$ cat config.mk
export PLATFORM = sky130hd
export DESIGN_NAME = gip_port
export DESIGN_NICKNAME = d
export VERILOG_FILES = /design/src/gip_pkg.sv /design/src/gip_port.sv
export VERILOG_INCLUDE_DIRS = /design/src
export SDC_FILE = /design/constraint.sdc
export NUM_CORES = 1
export LEC_CHECK = 0
export ABC_AREA = 1
export BUFFER_PORTS_ARGS = -buffer_cell sky130_fd_sc_hd__buf_2
export CAP_MARGIN = 20
export CORE_MARGIN = 2
export CORE_UTILIZATION = 39
export CTS_CLUSTER_DIAMETER = 200
export DETAILED_ROUTE_END_ITERATION = 16
export GPL_ROUTABILITY_DRIVEN = 0
export PLACE_DENSITY = 0.58
export SETUP_SLACK_MARGIN = 0.5
export SLEW_MARGIN = 20
export SYNTH_ARGS = -nofsm -noshare
export SYNTH_HDL_FRONTEND = slang
export SYNTH_SLANG_ARGS = --single-unit
$ cat constraint.sdc
create_clock -name core_clk -period 2.7 [get_ports core_clk]
set_clock_uncertainty 0.2 [all_clocks]
set_input_delay 0 -clock core_clk [delete_from_list [all_inputs] [get_ports core_clk]]
set_output_delay 0 -clock core_clk [all_outputs]
set_load 0.005 [all_outputs]
$ cat src/gip_consts.svh
// register offsets, field positions, bus command codes and timing figures
`ifndef GIP_CONSTS_SVH
`define GIP_CONSTS_SVH
// ****************************************
// register map (byte addresses)
// ****************************************
`define GIP_OFS_CTRL 5'h00
`define GIP_OFS_STAT 5'h04
`define GIP_OFS_TX 5'h08
`define GIP_OFS_RX 5'h0C
`define GIP_OFS_EVT 5'h10
`define GIP_OFS_SPOLL 5'h14
`define GIP_CTRL_RST 1'h0
`define GIP_CTRL_GET_BIT 0
`define GIP_EOI_BIT 8
`define GIP_RXV_BIT 9
`define GIP_EVT_GET 0
`define GIP_EVT_CLR 1
`define GIP_EVT_BTN 2
`define GIP_EVT_IFC 3
`define GIP_SP_RSV 6
`define GIP_SP_ERR 5
// ****************************************
// addressing and bus commands (7-bit)
// ****************************************
`define GIP_ADDR_DFLT 5'h06
`define GIP_MLA_BASE 7'h20
`define GIP_MTA_BASE 7'h40
`define GIP_GRP_MASK 7'h60
`define GIP_CMD_UNL 7'h3F
`define GIP_CMD_UNT 7'h5F
`define GIP_CMD_GTL 7'h01
`define GIP_CMD_SDC 7'h04
`define GIP_CMD_GET 7'h08
`define GIP_CMD_LLO 7'h11
`define GIP_CMD_DCL 7'h14
`define GIP_CMD_SPE 7'h18
`define GIP_CMD_SPD 7'h19
// ****************************************
// timing
// ****************************************
`define GIP_CLK_NS 40
`define GIP_SETTLE_NS 2000
`define GIP_BLINK_MS 100
`endif

$ cat src/gip_pkg.sv
// state types of the bus handshakes
package gip_pkg;
  typedef enum logic [1:0] {GIP_SH_IDLE, GIP_SH_SETTLE, GIP_SH_DAV} gip_sh_t;
  typedef enum logic [0:0] {GIP_AH_IDLE, GIP_AH_ACC} gip_ah_t;
endpackage : gip_pkg

$ cat src/gip_port.sv
// bus instrument port: handshakes, addressing, remote/local, registers
`timescale 1ns/100ps
`include "gip_consts.svh"

module gip_port #(
  parameter int unsigned BLINK_CYC = `GIP_BLINK_MS * 1000000 / `GIP_CLK_NS
) (
  input wire logic core_clk,
  input wire logic arst_n,
  input wire logic clk_en,
  input wire logic [4:0] avs_address,
  input wire logic avs_read,
  input wire logic avs_write,
  input wire logic [31:0] avs_writedata,
  output logic [31:0] avs_readdata,
  output logic avs_waitrequest,
  input wire logic [7:0] sw_on,
  input wire logic btn_press,
  input wire logic [7:0] dio_i,
  output logic [7:0] dio_o,
  output logic [7:0] dio_oe,
  input wire logic dav_i,
  output logic dav_o,
  output logic dav_oe,
  input wire logic nrfd_i,
  output logic nrfd_o,
  output logic nrfd_oe,
  input wire logic ndac_i,
  output logic ndac_o,
  output logic ndac_oe,
  input wire logic eoi_i,
  output logic eoi_o,
  output logic eoi_oe,
  input wire logic srq_i,
  output logic srq_o,
  output logic srq_oe,
  input wire logic atn_n,
  input wire logic ifc_n,
  input wire logic ren_n,
  output logic meas_trig,
  output logic ind_remote,
  output logic ind_listen,
  output logic ind_talk,
  output logic ind_lockout
);
  localparam int unsigned SETTLE_CYC = (`GIP_SETTLE_NS + `GIP_CLK_NS - 1) / `GIP_CLK_NS;

  // ****************************************
  // bus line levels (low = asserted)
  // ****************************************
  logic atn_a, ifc_a, ren_a, dav_a, nrfd_a, ndac_a;
  logic [7:0] dio_a;
  assign atn_a = ~atn_n;
  assign ifc_a = ~ifc_n;
  assign ren_a = ~ren_n;
  assign dav_a = ~dav_i;
  assign nrfd_a = ~nrfd_i;
  assign ndac_a = ~ndac_i;
  assign dio_a = ~dio_i;

  // ****************************************
  // state
  // ****************************************
  logic cfg_done_r, addr_mode_r;
  logic [4:0] addr_r;
  logic tad_r, lad_r, spe_r, remote_r, lockout_r;
  logic ctrl_get_r;
  logic [7:0] tx_r;
  logic tx_eoi_r, tx_full_r;
  logic [7:0] rx_r;
  logic rx_eoi_r, rx_valid_r;
  logic [3:0] evt_r;
  logic [7:0] spoll_r;
  logic to_busy_r, meas_trig_r;
  logic [21:0] blink_r;
  logic [5:0] settle_r;
  logic rd_ack_r;
  logic [31:0] rdata_r;
  gip_pkg::gip_sh_t sh_r;
  gip_pkg::gip_ah_t ah_r;

  // ****************************************
  // helpers
  // ****************************************
  function automatic logic is_addr(input logic [6:0] b, input logic [6:0] base);
    is_addr = (b & `GIP_GRP_MASK) == base;
  endfunction : is_addr

  logic talker_only, talk_act, ah_act, ah_ready, acc_take, cmd_take, data_take;
  logic [6:0] cmd;
  logic sh_done, send_sp, bus_clear, get_trig, btn_ok;
  logic avs_hit_wr, tx_wr, evt_wr, rx_rd;
  logic [7:0] src_byte;

  assign talker_only = cfg_done_r && !addr_mode_r;
  assign talk_act = (talker_only || tad_r) && !atn_a;
  assign send_sp = spe_r && tad_r;
  assign src_byte = send_sp ? {spoll_r[7], spoll_r[`GIP_SP_RSV], spoll_r[5:0]} : tx_r;
  assign ah_act = cfg_done_r && (atn_a || lad_r);
  assign ah_ready = atn_a || !rx_valid_r;
  assign acc_take = ah_act && (ah_r == gip_pkg::GIP_AH_IDLE) && dav_a && ah_ready;
  assign cmd = dio_a[6:0];
  assign cmd_take = acc_take && atn_a && addr_mode_r;
  assign data_take = acc_take && !atn_a && lad_r;
  assign sh_done = (sh_r == gip_pkg::GIP_SH_DAV) && !ndac_a && talk_act;
  assign bus_clear = cmd_take && lad_r && (cmd == `GIP_CMD_SDC)
    || cmd_take && (cmd == `GIP_CMD_DCL);
  assign get_trig = cmd_take && lad_r && (cmd == `GIP_CMD_GET) && ctrl_get_r;
  assign btn_ok = btn_press && !lockout_r && cfg_done_r;

  // ****************************************
  // power-up switch capture
  // ****************************************
  // switches are sampled once, first enabled edge after reset release
  always_ff @(posedge core_clk or negedge arst_n)
  begin
    if (!arst_n)
    begin
      cfg_done_r <= 1'b0;
      addr_mode_r <= 1'b0;
      addr_r <= `GIP_ADDR_DFLT;
    end
    else if (clk_en && !cfg_done_r)
    begin
      cfg_done_r <= 1'b1;
      addr_mode_r <= sw_on[0];
      // off switches add weight; position 4 weighs 16, position 8 weighs 1
      if (~{sw_on[3], sw_on[4], sw_on[5], sw_on[6], sw_on[7]} == 5'h00)
        addr_r <= `GIP_ADDR_DFLT;
      else
        addr_r <= ~{sw_on[3], sw_on[4], sw_on[5], sw_on[6], sw_on[7]};
    end
  end

  // ****************************************
  // addressing, serial poll, remote/local
  // ****************************************
  always_ff @(posedge core_clk or negedge arst_n)
  begin
    if (!arst_n)
    begin
      tad_r <= 1'b0;
      lad_r <= 1'b0;
      spe_r <= 1'b0;
    end
    else if (clk_en)
    begin
      if (ifc_a)
      begin
        tad_r <= 1'b0;
        lad_r <= 1'b0;
        spe_r <= 1'b0;
      end
      else if (cmd_take)
      begin
        if (cmd == (`GIP_MLA_BASE | {2'h0, addr_r}))
          lad_r <= 1'b1;
        else if (cmd == `GIP_CMD_UNL)
          lad_r <= 1'b0;
        if (cmd == (`GIP_MTA_BASE | {2'h0, addr_r}))
          tad_r <= 1'b1;
        else if (is_addr(cmd, `GIP_MTA_BASE))
          tad_r <= 1'b0;
        if (cmd == `GIP_CMD_SPE)
          spe_r <= 1'b1;
        else if (cmd == `GIP_CMD_SPD)
          spe_r <= 1'b0;
      end
    end
  end

  always_ff @(posedge core_clk or negedge arst_n)
  begin
    if (!arst_n)
    begin
      remote_r <= 1'b0;
      lockout_r <= 1'b0;
    end
    else if (clk_en)
    begin
      if (!ren_a)
      begin
        remote_r <= 1'b0;
        lockout_r <= 1'b0;
      end
      else if (cmd_take)
      begin
        if (cmd == (`GIP_MLA_BASE | {2'h0, addr_r}))
          remote_r <= 1'b1;
        else if (cmd == `GIP_CMD_GTL && lad_r)
          remote_r <= 1'b0;
        if (cmd == `GIP_CMD_LLO)
          lockout_r <= 1'b1;
      end
    end
  end

  // ****************************************
  // acceptor handshake
  // ****************************************
  always_ff @(posedge core_clk or negedge arst_n)
  begin
    if (!arst_n)
      ah_r <= gip_pkg::GIP_AH_IDLE;
    else if (clk_en)
    begin
      unique case (ah_r)
        gip_pkg::GIP_AH_IDLE:
          if (acc_take)
            ah_r <= gip_pkg::GIP_AH_ACC;
        gip_pkg::GIP_AH_ACC:
          if (!dav_a || !ah_act)
            ah_r <= gip_pkg::GIP_AH_IDLE;
      endcase
    end
  end

  // ****************************************
  // source handshake
  // ****************************************
  always_ff @(posedge core_clk or negedge arst_n)
  begin
    if (!arst_n)
    begin
      sh_r <= gip_pkg::GIP_SH_IDLE;
      settle_r <= 6'h00;
    end
    else if (clk_en)
    begin
      if (!talk_act)
        sh_r <= gip_pkg::GIP_SH_IDLE; // attention pre-empts the talker
      else
      begin
        unique case (sh_r)
          gip_pkg::GIP_SH_IDLE:
            if (send_sp || tx_full_r)
            begin
              sh_r <= gip_pkg::GIP_SH_SETTLE;
              settle_r <= 6'h00;
            end
          gip_pkg::GIP_SH_SETTLE:
            if (settle_r < 6'(SETTLE_CYC - 1))
              settle_r <= settle_r + 6'h01;
            else if (!nrfd_a && ndac_a)
              sh_r <= gip_pkg::GIP_SH_DAV;
          gip_pkg::GIP_SH_DAV:
            if (!ndac_a)
              sh_r <= gip_pkg::GIP_SH_IDLE;
        endcase
      end
    end
  end

  // ****************************************
  // pin drivers: pull low or release
  // ****************************************
  assign dio_o = 8'h00;
  assign dav_o = 1'b0;
  assign nrfd_o = 1'b0;
  assign ndac_o = 1'b0;
  assign eoi_o = 1'b0;
  assign srq_o = 1'b0;
  // data only while talking and attention is off, so no data is driven under attention
  assign dio_oe = (talk_act && sh_r != gip_pkg::GIP_SH_IDLE) ? src_byte : 8'h00;
  assign dav_oe = talk_act && (sh_r == gip_pkg::GIP_SH_DAV);
  assign eoi_oe = talk_act && (sh_r != gip_pkg::GIP_SH_IDLE) && !send_sp && tx_eoi_r;
  assign nrfd_oe = ah_act && ((ah_r == gip_pkg::GIP_AH_ACC) || !ah_ready);
  assign ndac_oe = ah_act && (ah_r == gip_pkg::GIP_AH_IDLE);
  assign srq_oe = spoll_r[`GIP_SP_RSV] && addr_mode_r;

  // ****************************************
  // register bus
  // ****************************************
  // writes to a full transmit register stall instead of overwriting
  assign tx_wr = avs_write && avs_address == `GIP_OFS_TX;
  // a frozen core can neither store a write nor finish a read: hold the master off
  assign avs_waitrequest = (!clk_en && (avs_read || avs_write)) || (avs_read && !rd_ack_r)
    || (tx_wr && tx_full_r);
  assign avs_hit_wr = avs_write && !avs_waitrequest;
  assign evt_wr = avs_hit_wr && avs_address == `GIP_OFS_EVT;
  assign rx_rd = avs_read && rd_ack_r && avs_address == `GIP_OFS_RX;
  assign avs_readdata = rdata_r;

  always_ff @(posedge core_clk or negedge arst_n)
  begin
    if (!arst_n)
    begin
      rd_ack_r <= 1'b0;
      rdata_r <= 32'h0000_0000;
    end
    else if (clk_en)
    begin
      rd_ack_r <= avs_read && !rd_ack_r;
      if (avs_read && !rd_ack_r)
      begin
        unique case (avs_address)
          `GIP_OFS_CTRL: rdata_r <= {31'h0000_0000, ctrl_get_r};
          `GIP_OFS_STAT: rdata_r <= {19'h0_0000, to_busy_r, tx_full_r, addr_r,
            lockout_r, remote_r, spe_r, lad_r, tad_r, addr_mode_r};
          `GIP_OFS_TX: rdata_r <= {23'h00_0000, tx_eoi_r, tx_r};
          `GIP_OFS_RX: rdata_r <= {22'h00_0000, rx_valid_r, rx_eoi_r, rx_r};
          `GIP_OFS_EVT: rdata_r <= {28'h000_0000, evt_r};
          `GIP_OFS_SPOLL: rdata_r <= {24'h00_0000, spoll_r};
          default: rdata_r <= 32'h0000_0000;
        endcase
      end
    end
  end

  always_ff @(posedge core_clk or negedge arst_n)
  begin
    if (!arst_n)
      ctrl_get_r <= `GIP_CTRL_RST;
    else if (clk_en)
    begin
      if (bus_clear)
        ctrl_get_r <= `GIP_CTRL_RST;
      else if (avs_hit_wr && avs_address == `GIP_OFS_CTRL)
        ctrl_get_r <= avs_writedata[`GIP_CTRL_GET_BIT];
    end
  end

  // rsv is dropped once the status byte has gone out on a poll
  always_ff @(posedge core_clk or negedge arst_n)
  begin
    if (!arst_n)
      spoll_r <= 8'h00;
    else if (clk_en)
    begin
      if (bus_clear)
        spoll_r <= 8'h00;
      else if (avs_hit_wr && avs_address == `GIP_OFS_SPOLL)
        spoll_r <= avs_writedata[7:0];
      else if (sh_done && send_sp)
        spoll_r[`GIP_SP_RSV] <= 1'b0;
    end
  end

  always_ff @(posedge core_clk or negedge arst_n)
  begin
    if (!arst_n)
    begin
      tx_r <= 8'h00;
      tx_eoi_r <= 1'b0;
      tx_full_r <= 1'b0;
    end
    else if (clk_en)
    begin
      if (avs_hit_wr && tx_wr)
      begin
        tx_r <= avs_writedata[7:0];
        tx_eoi_r <= avs_writedata[`GIP_EOI_BIT];
        tx_full_r <= 1'b1;
      end
      else if (sh_done && !send_sp)
        tx_full_r <= 1'b0;
    end
  end

  // received byte stays until software reads it; a new byte wins a same-cycle read
  always_ff @(posedge core_clk or negedge arst_n)
  begin
    if (!arst_n)
    begin
      rx_r <= 8'h00;
      rx_eoi_r <= 1'b0;
      rx_valid_r <= 1'b0;
    end
    else if (clk_en)
    begin
      if (data_take)
      begin
        rx_r <= dio_a;
        rx_eoi_r <= ~eoi_i;
        rx_valid_r <= 1'b1;
      end
      else if (rx_rd)
        rx_valid_r <= 1'b0;
    end
  end

  always_ff @(posedge core_clk or negedge arst_n)
  begin
    if (!arst_n)
      evt_r <= 4'h0;
    else if (clk_en)
      evt_r <= (evt_r & ~(evt_wr ? avs_writedata[3:0] : 4'h0))
        | {ifc_a, btn_ok, bus_clear, get_trig};
  end

  // ****************************************
  // triggers, talker-only cycle, indicators
  // ****************************************
  always_ff @(posedge core_clk or negedge arst_n)
  begin
    if (!arst_n)
    begin
      meas_trig_r <= 1'b0;
      to_busy_r <= 1'b0;
      blink_r <= 22'h00_0000;
    end
    else if (clk_en)
    begin
      meas_trig_r <= get_trig || (btn_ok && talker_only && !to_busy_r);
      if (talker_only && btn_ok && !to_busy_r)
        to_busy_r <= 1'b1;
      else if (talker_only && sh_done && tx_eoi_r)
        to_busy_r <= 1'b0;
      if (talker_only && sh_done && tx_eoi_r)
        blink_r <= 22'(BLINK_CYC);
      else if (blink_r != 22'h00_0000)
        blink_r <= blink_r - 22'h00_0001;
    end
  end

  assign meas_trig = meas_trig_r;
  assign ind_remote = remote_r;
  assign ind_listen = lad_r || (blink_r != 22'h00_0000);
  assign ind_talk = talker_only || tad_r;
  assign ind_lockout = lockout_r;

  // ****************************************
  // assertions
  // ****************************************
  property p_addr_range;
    @(posedge core_clk) disable iff (!arst_n)
    cfg_done_r |-> addr_r != 5'h00;
  endproperty
  a_addr_range: assert property (p_addr_range) else $error("primary address is zero");

  property p_talk_only_ind;
    @(posedge core_clk) disable iff (!arst_n)
    talker_only |-> ind_talk && !tad_r;
  endproperty
  a_talk_only_ind: assert property (p_talk_only_ind) else $error("talk indicator off");

  property p_no_poll_drive;
    @(posedge core_clk) disable iff (!arst_n)
    atn_a |-> dio_oe == 8'h00 && !eoi_oe;
  endproperty
  a_no_poll_drive: assert property (p_no_poll_drive) else $error("data driven under attention");

  property p_dav_when_ready;
    @(posedge core_clk) disable iff (!arst_n)
    $rose(dav_oe) |-> $past(!nrfd_a) && $past(sh_r == gip_pkg::GIP_SH_SETTLE);
  endproperty
  a_dav_when_ready: assert property (p_dav_when_ready) else $error("valid set while not ready");

  property p_lockout_btn;
    @(posedge core_clk) disable iff (!arst_n)
    clk_en && lockout_r && btn_press && !get_trig |=> !meas_trig;
  endproperty
  a_lockout_btn: assert property (p_lockout_btn) else $error("button acted under lockout");

  property p_send_addressed;
    @(posedge core_clk) disable iff (!arst_n)
    dio_oe != 8'h00 |-> (tad_r || to_busy_r || talker_only) && !atn_a;
  endproperty
  a_send_addressed: assert property (p_send_addressed) else $error("sent while not talker");

  property p_listen_data;
    @(posedge core_clk) disable iff (!arst_n)
    clk_en && data_take |=> rx_valid_r && $past(lad_r) && $past(!atn_a);
  endproperty
  a_listen_data: assert property (p_listen_data) else $error("data taken unaddressed");

  property p_ren_release;
    @(posedge core_clk) disable iff (!arst_n)
    clk_en && !ren_a |=> !lockout_r && !ind_remote;
  endproperty
  a_ren_release: assert property (p_ren_release) else $error("lockout kept without remote");

  property p_dav_hold;
    @(posedge core_clk) disable iff (!arst_n)
    clk_en && dav_oe && ndac_a && !atn_a && !ifc_a |=> dav_oe || atn_a;
  endproperty
  a_dav_hold: assert property (p_dav_hold) else $error("valid dropped before accept");
endmodule : gip_port

==> qor.csv <==
metric,value,unit
"Setup violations, final",0,
min Tclk post-route,2070,ps
Vias/cell,4.81,
CTS Buf Count,9,
die area,15500,um2
GR Util All Layers,20.9,%
routed via count,5318,
Final Non-Filler Cells,1105,
"Seq/Total Area, Yosys",40.6,%
Commonest cells post-synth,"nand2_1, dfrtp_1, inv_1",
CTS root buf,clkbuf_16,
vias in the first global route,5131,
FMAX,484,MHz
synthesized area,5680,um2
RSZ-0062 raised after global routing,no,
GRT overflow,0,
Leak,0.00357,uW
# DRC,0,
Final Hold Viols,0,
drt initial violations,431,
max_cap viols,0,
outcome,finished clean,
Pre-Repair DR Iteration Count,5,
TritonCTS clock tree,built,
chip width,125,um
crit path DAT,1870,ps
H-tree Lvls,3,
post-synthesis cell type count,38,
biggest area consumer among synthesized cells,dfrtp_1,
WL per Instance,14.2,um
Layout Nets,990,
die height,125,um
Mapped Cells,800,
Final Cycle Share,76.5,%
Avg Inst Size Synth,7.09,um2
"Reg clk slew, reported paths",70,ps
Final Slew Violations,0,
clock net sink count,92,
Main synth FF type,dfrtp_1,
Worst setup SP type,flop,
Buffers on Ports,72,
most frequent cell after synthesis,nand2_1,
largest net degree at the start of global routing,53,
Clock Path Buffers,2,
Synth Register Bits,92,
number of synthesized flops with an enable pin,0,
FP Rows,44,
Synthesis Warnings,0,
post-DP HPWL,11400,um
Max transition margin,53.2,%
fraction of layout instances using a drive strength above 1,14.7,%
Worst-Skew Late Latency,360,ps
first-pass GRT wire length,25800,um
area delta synth->final,21.1,%
asr flop ratio synth,100,%
Peak VDD IR,0.282,mV
Starting Density,39.5,%
Worst Path Required,2500,ps
Crit Path Max Fanout,9,
Routed WL,15700,um
Placed Cells,1047,
setup TNS,0,ps
ANT cells,0,
min-delay worst type,input port to flop,
antenna violations before repair,0,
Pwr Density,645,nW/um2
Yosys top cell area share,39.7,%
CP endpoint kind,output pin,
Ports,131,
core area,14400,um2
Setup CP Type,flop to output pin,
Area contributors post-synth,"dfrtp_1, nand2_1, inv_1",
Routed Antenna Nets,0,
worst slew pin tran,702,ps
## final cells by class
cell class	instances	area [um2]
timing repair buffer	123	858
clock buffer	12	256
multi-input combinational	605	2870
clock inverter	4	32.5
tap	184	230
inverter	85	323
fill	1497	7500
sequential	92	2300
## cells in the final DEF (no fill, tap or decap), types with 2 or more instances in the layout
cell,n
nand2_1,268
dfrtp_1,90
inv_1,79
buf_2,71
nor2_1,65
nand3_1,56
o21ai_0,49
dlygate4sd3_1,40
conb_1,32
o21ai_1,24
nand4_1,23
a21oi_1,21
buf_4,11
clkbuf_16,9
nor2_2,8
xor2_1,7
nor2_4,6
ha_1,6
inv_2,5
xnor2_1,4
nor3_1,4
nand3b_1,4
nand2_2,3
nand3_2,3
clkinvlp_4,3
o31ai_1,3
o22ai_1,3
or2_2,2
o211ai_1,2
nor3b_1,2
dfstp_2,2
clkbuf_8,2
## path summary, 6_finish.rpt
path	from	endpoint	slack, ps	cells after the start
max	addr_mode_r	eoi_oe	630	7
min	avs_address[2]	avs_readdata[1]	20	5
max reg2reg	cfg_done_r	addr_r[2]	770	5
min reg2reg	avs_readdata[4]	avs_readdata[4]	280	2
max in group asynchronous	arst_n	tx_r[3]	1430	3
min in group asynchronous	arst_n	blink_r[10]	40	2
## per-layer routing
| layer | global-route usage (%) | wire [um] |
|---|---|---|
| met1 | 29.4 | 7700 |
| met2 | 32.3 | 6880 |
| met3 | 3.22 | 782 |
| met4 | 8.59 | 295 |
| met5 | 0 | 0 |
## per-stage QoR
step                worst slack [ps]  cell area (um2)  utilization [%]  total power (uW)  hold WS, ps
finish                           634             6870             47.8              4430         18.4
global route                     562             6870             47.8              4790         38.5
CTS                              531             6810             47.4              4440         3.61
detailed placement               634             6110             42.5              3120         -101
global placement                 661             6110             42.5              3110         -103
floorplan                        828             5790                -              2810         -496
## worst max-delay path: stages, from the launching register on
cell and delay [ps]:
dfrtp_1 430, inv_2 120, nand2_2 80, nand2_2 90
nand2_1 90, or2_4 320, nor3_2 210, buf_2 160
## cell families (layout without fill, tap and decap cells)
family	count (synthesis)	after routing	synth area share [%]
XOR/XNOR	11	11	1.70
AND/OR/NAND/NOR	450	450	34.6
adder cells (fa/ha/maj)	7	7	1.54
other	1	32	0.0661
AO/OA/AOI/OAI	105	105	9.83
buffers and inverters	134	224	11.6
flip-flops	92	92	40.6
## sequential cells by signal, indices dropped and copies added (netlist names), 2 cells and up
register and cells:
settle_r 6, spoll_r 8, evt_r 4, tx_r 8, rx_r 8, blink_r 22, addr_r 5, avs_readdata 13
sh_r 2
## report_power, final
group / leakage, uW / internal [uW] / switching [uW]
clock: 0.000135 / 681 / 571
combinational: 0.00223 / 513 / 827
sequential: 0.00120 / 1600 / 239
## repair_timing
| action | CTS | global route |
|---|---|---|
| hold buffers | 40 | 0 |
| endpoints found under the setup margin | 3 | 20 |
| gates resized for setup | 4 | 8 |
| hold endpoints to repair | 101 | 0 |
| setup buffers | 0 | 2 |
Note: power is estimated with default switching activity, not from simulation.
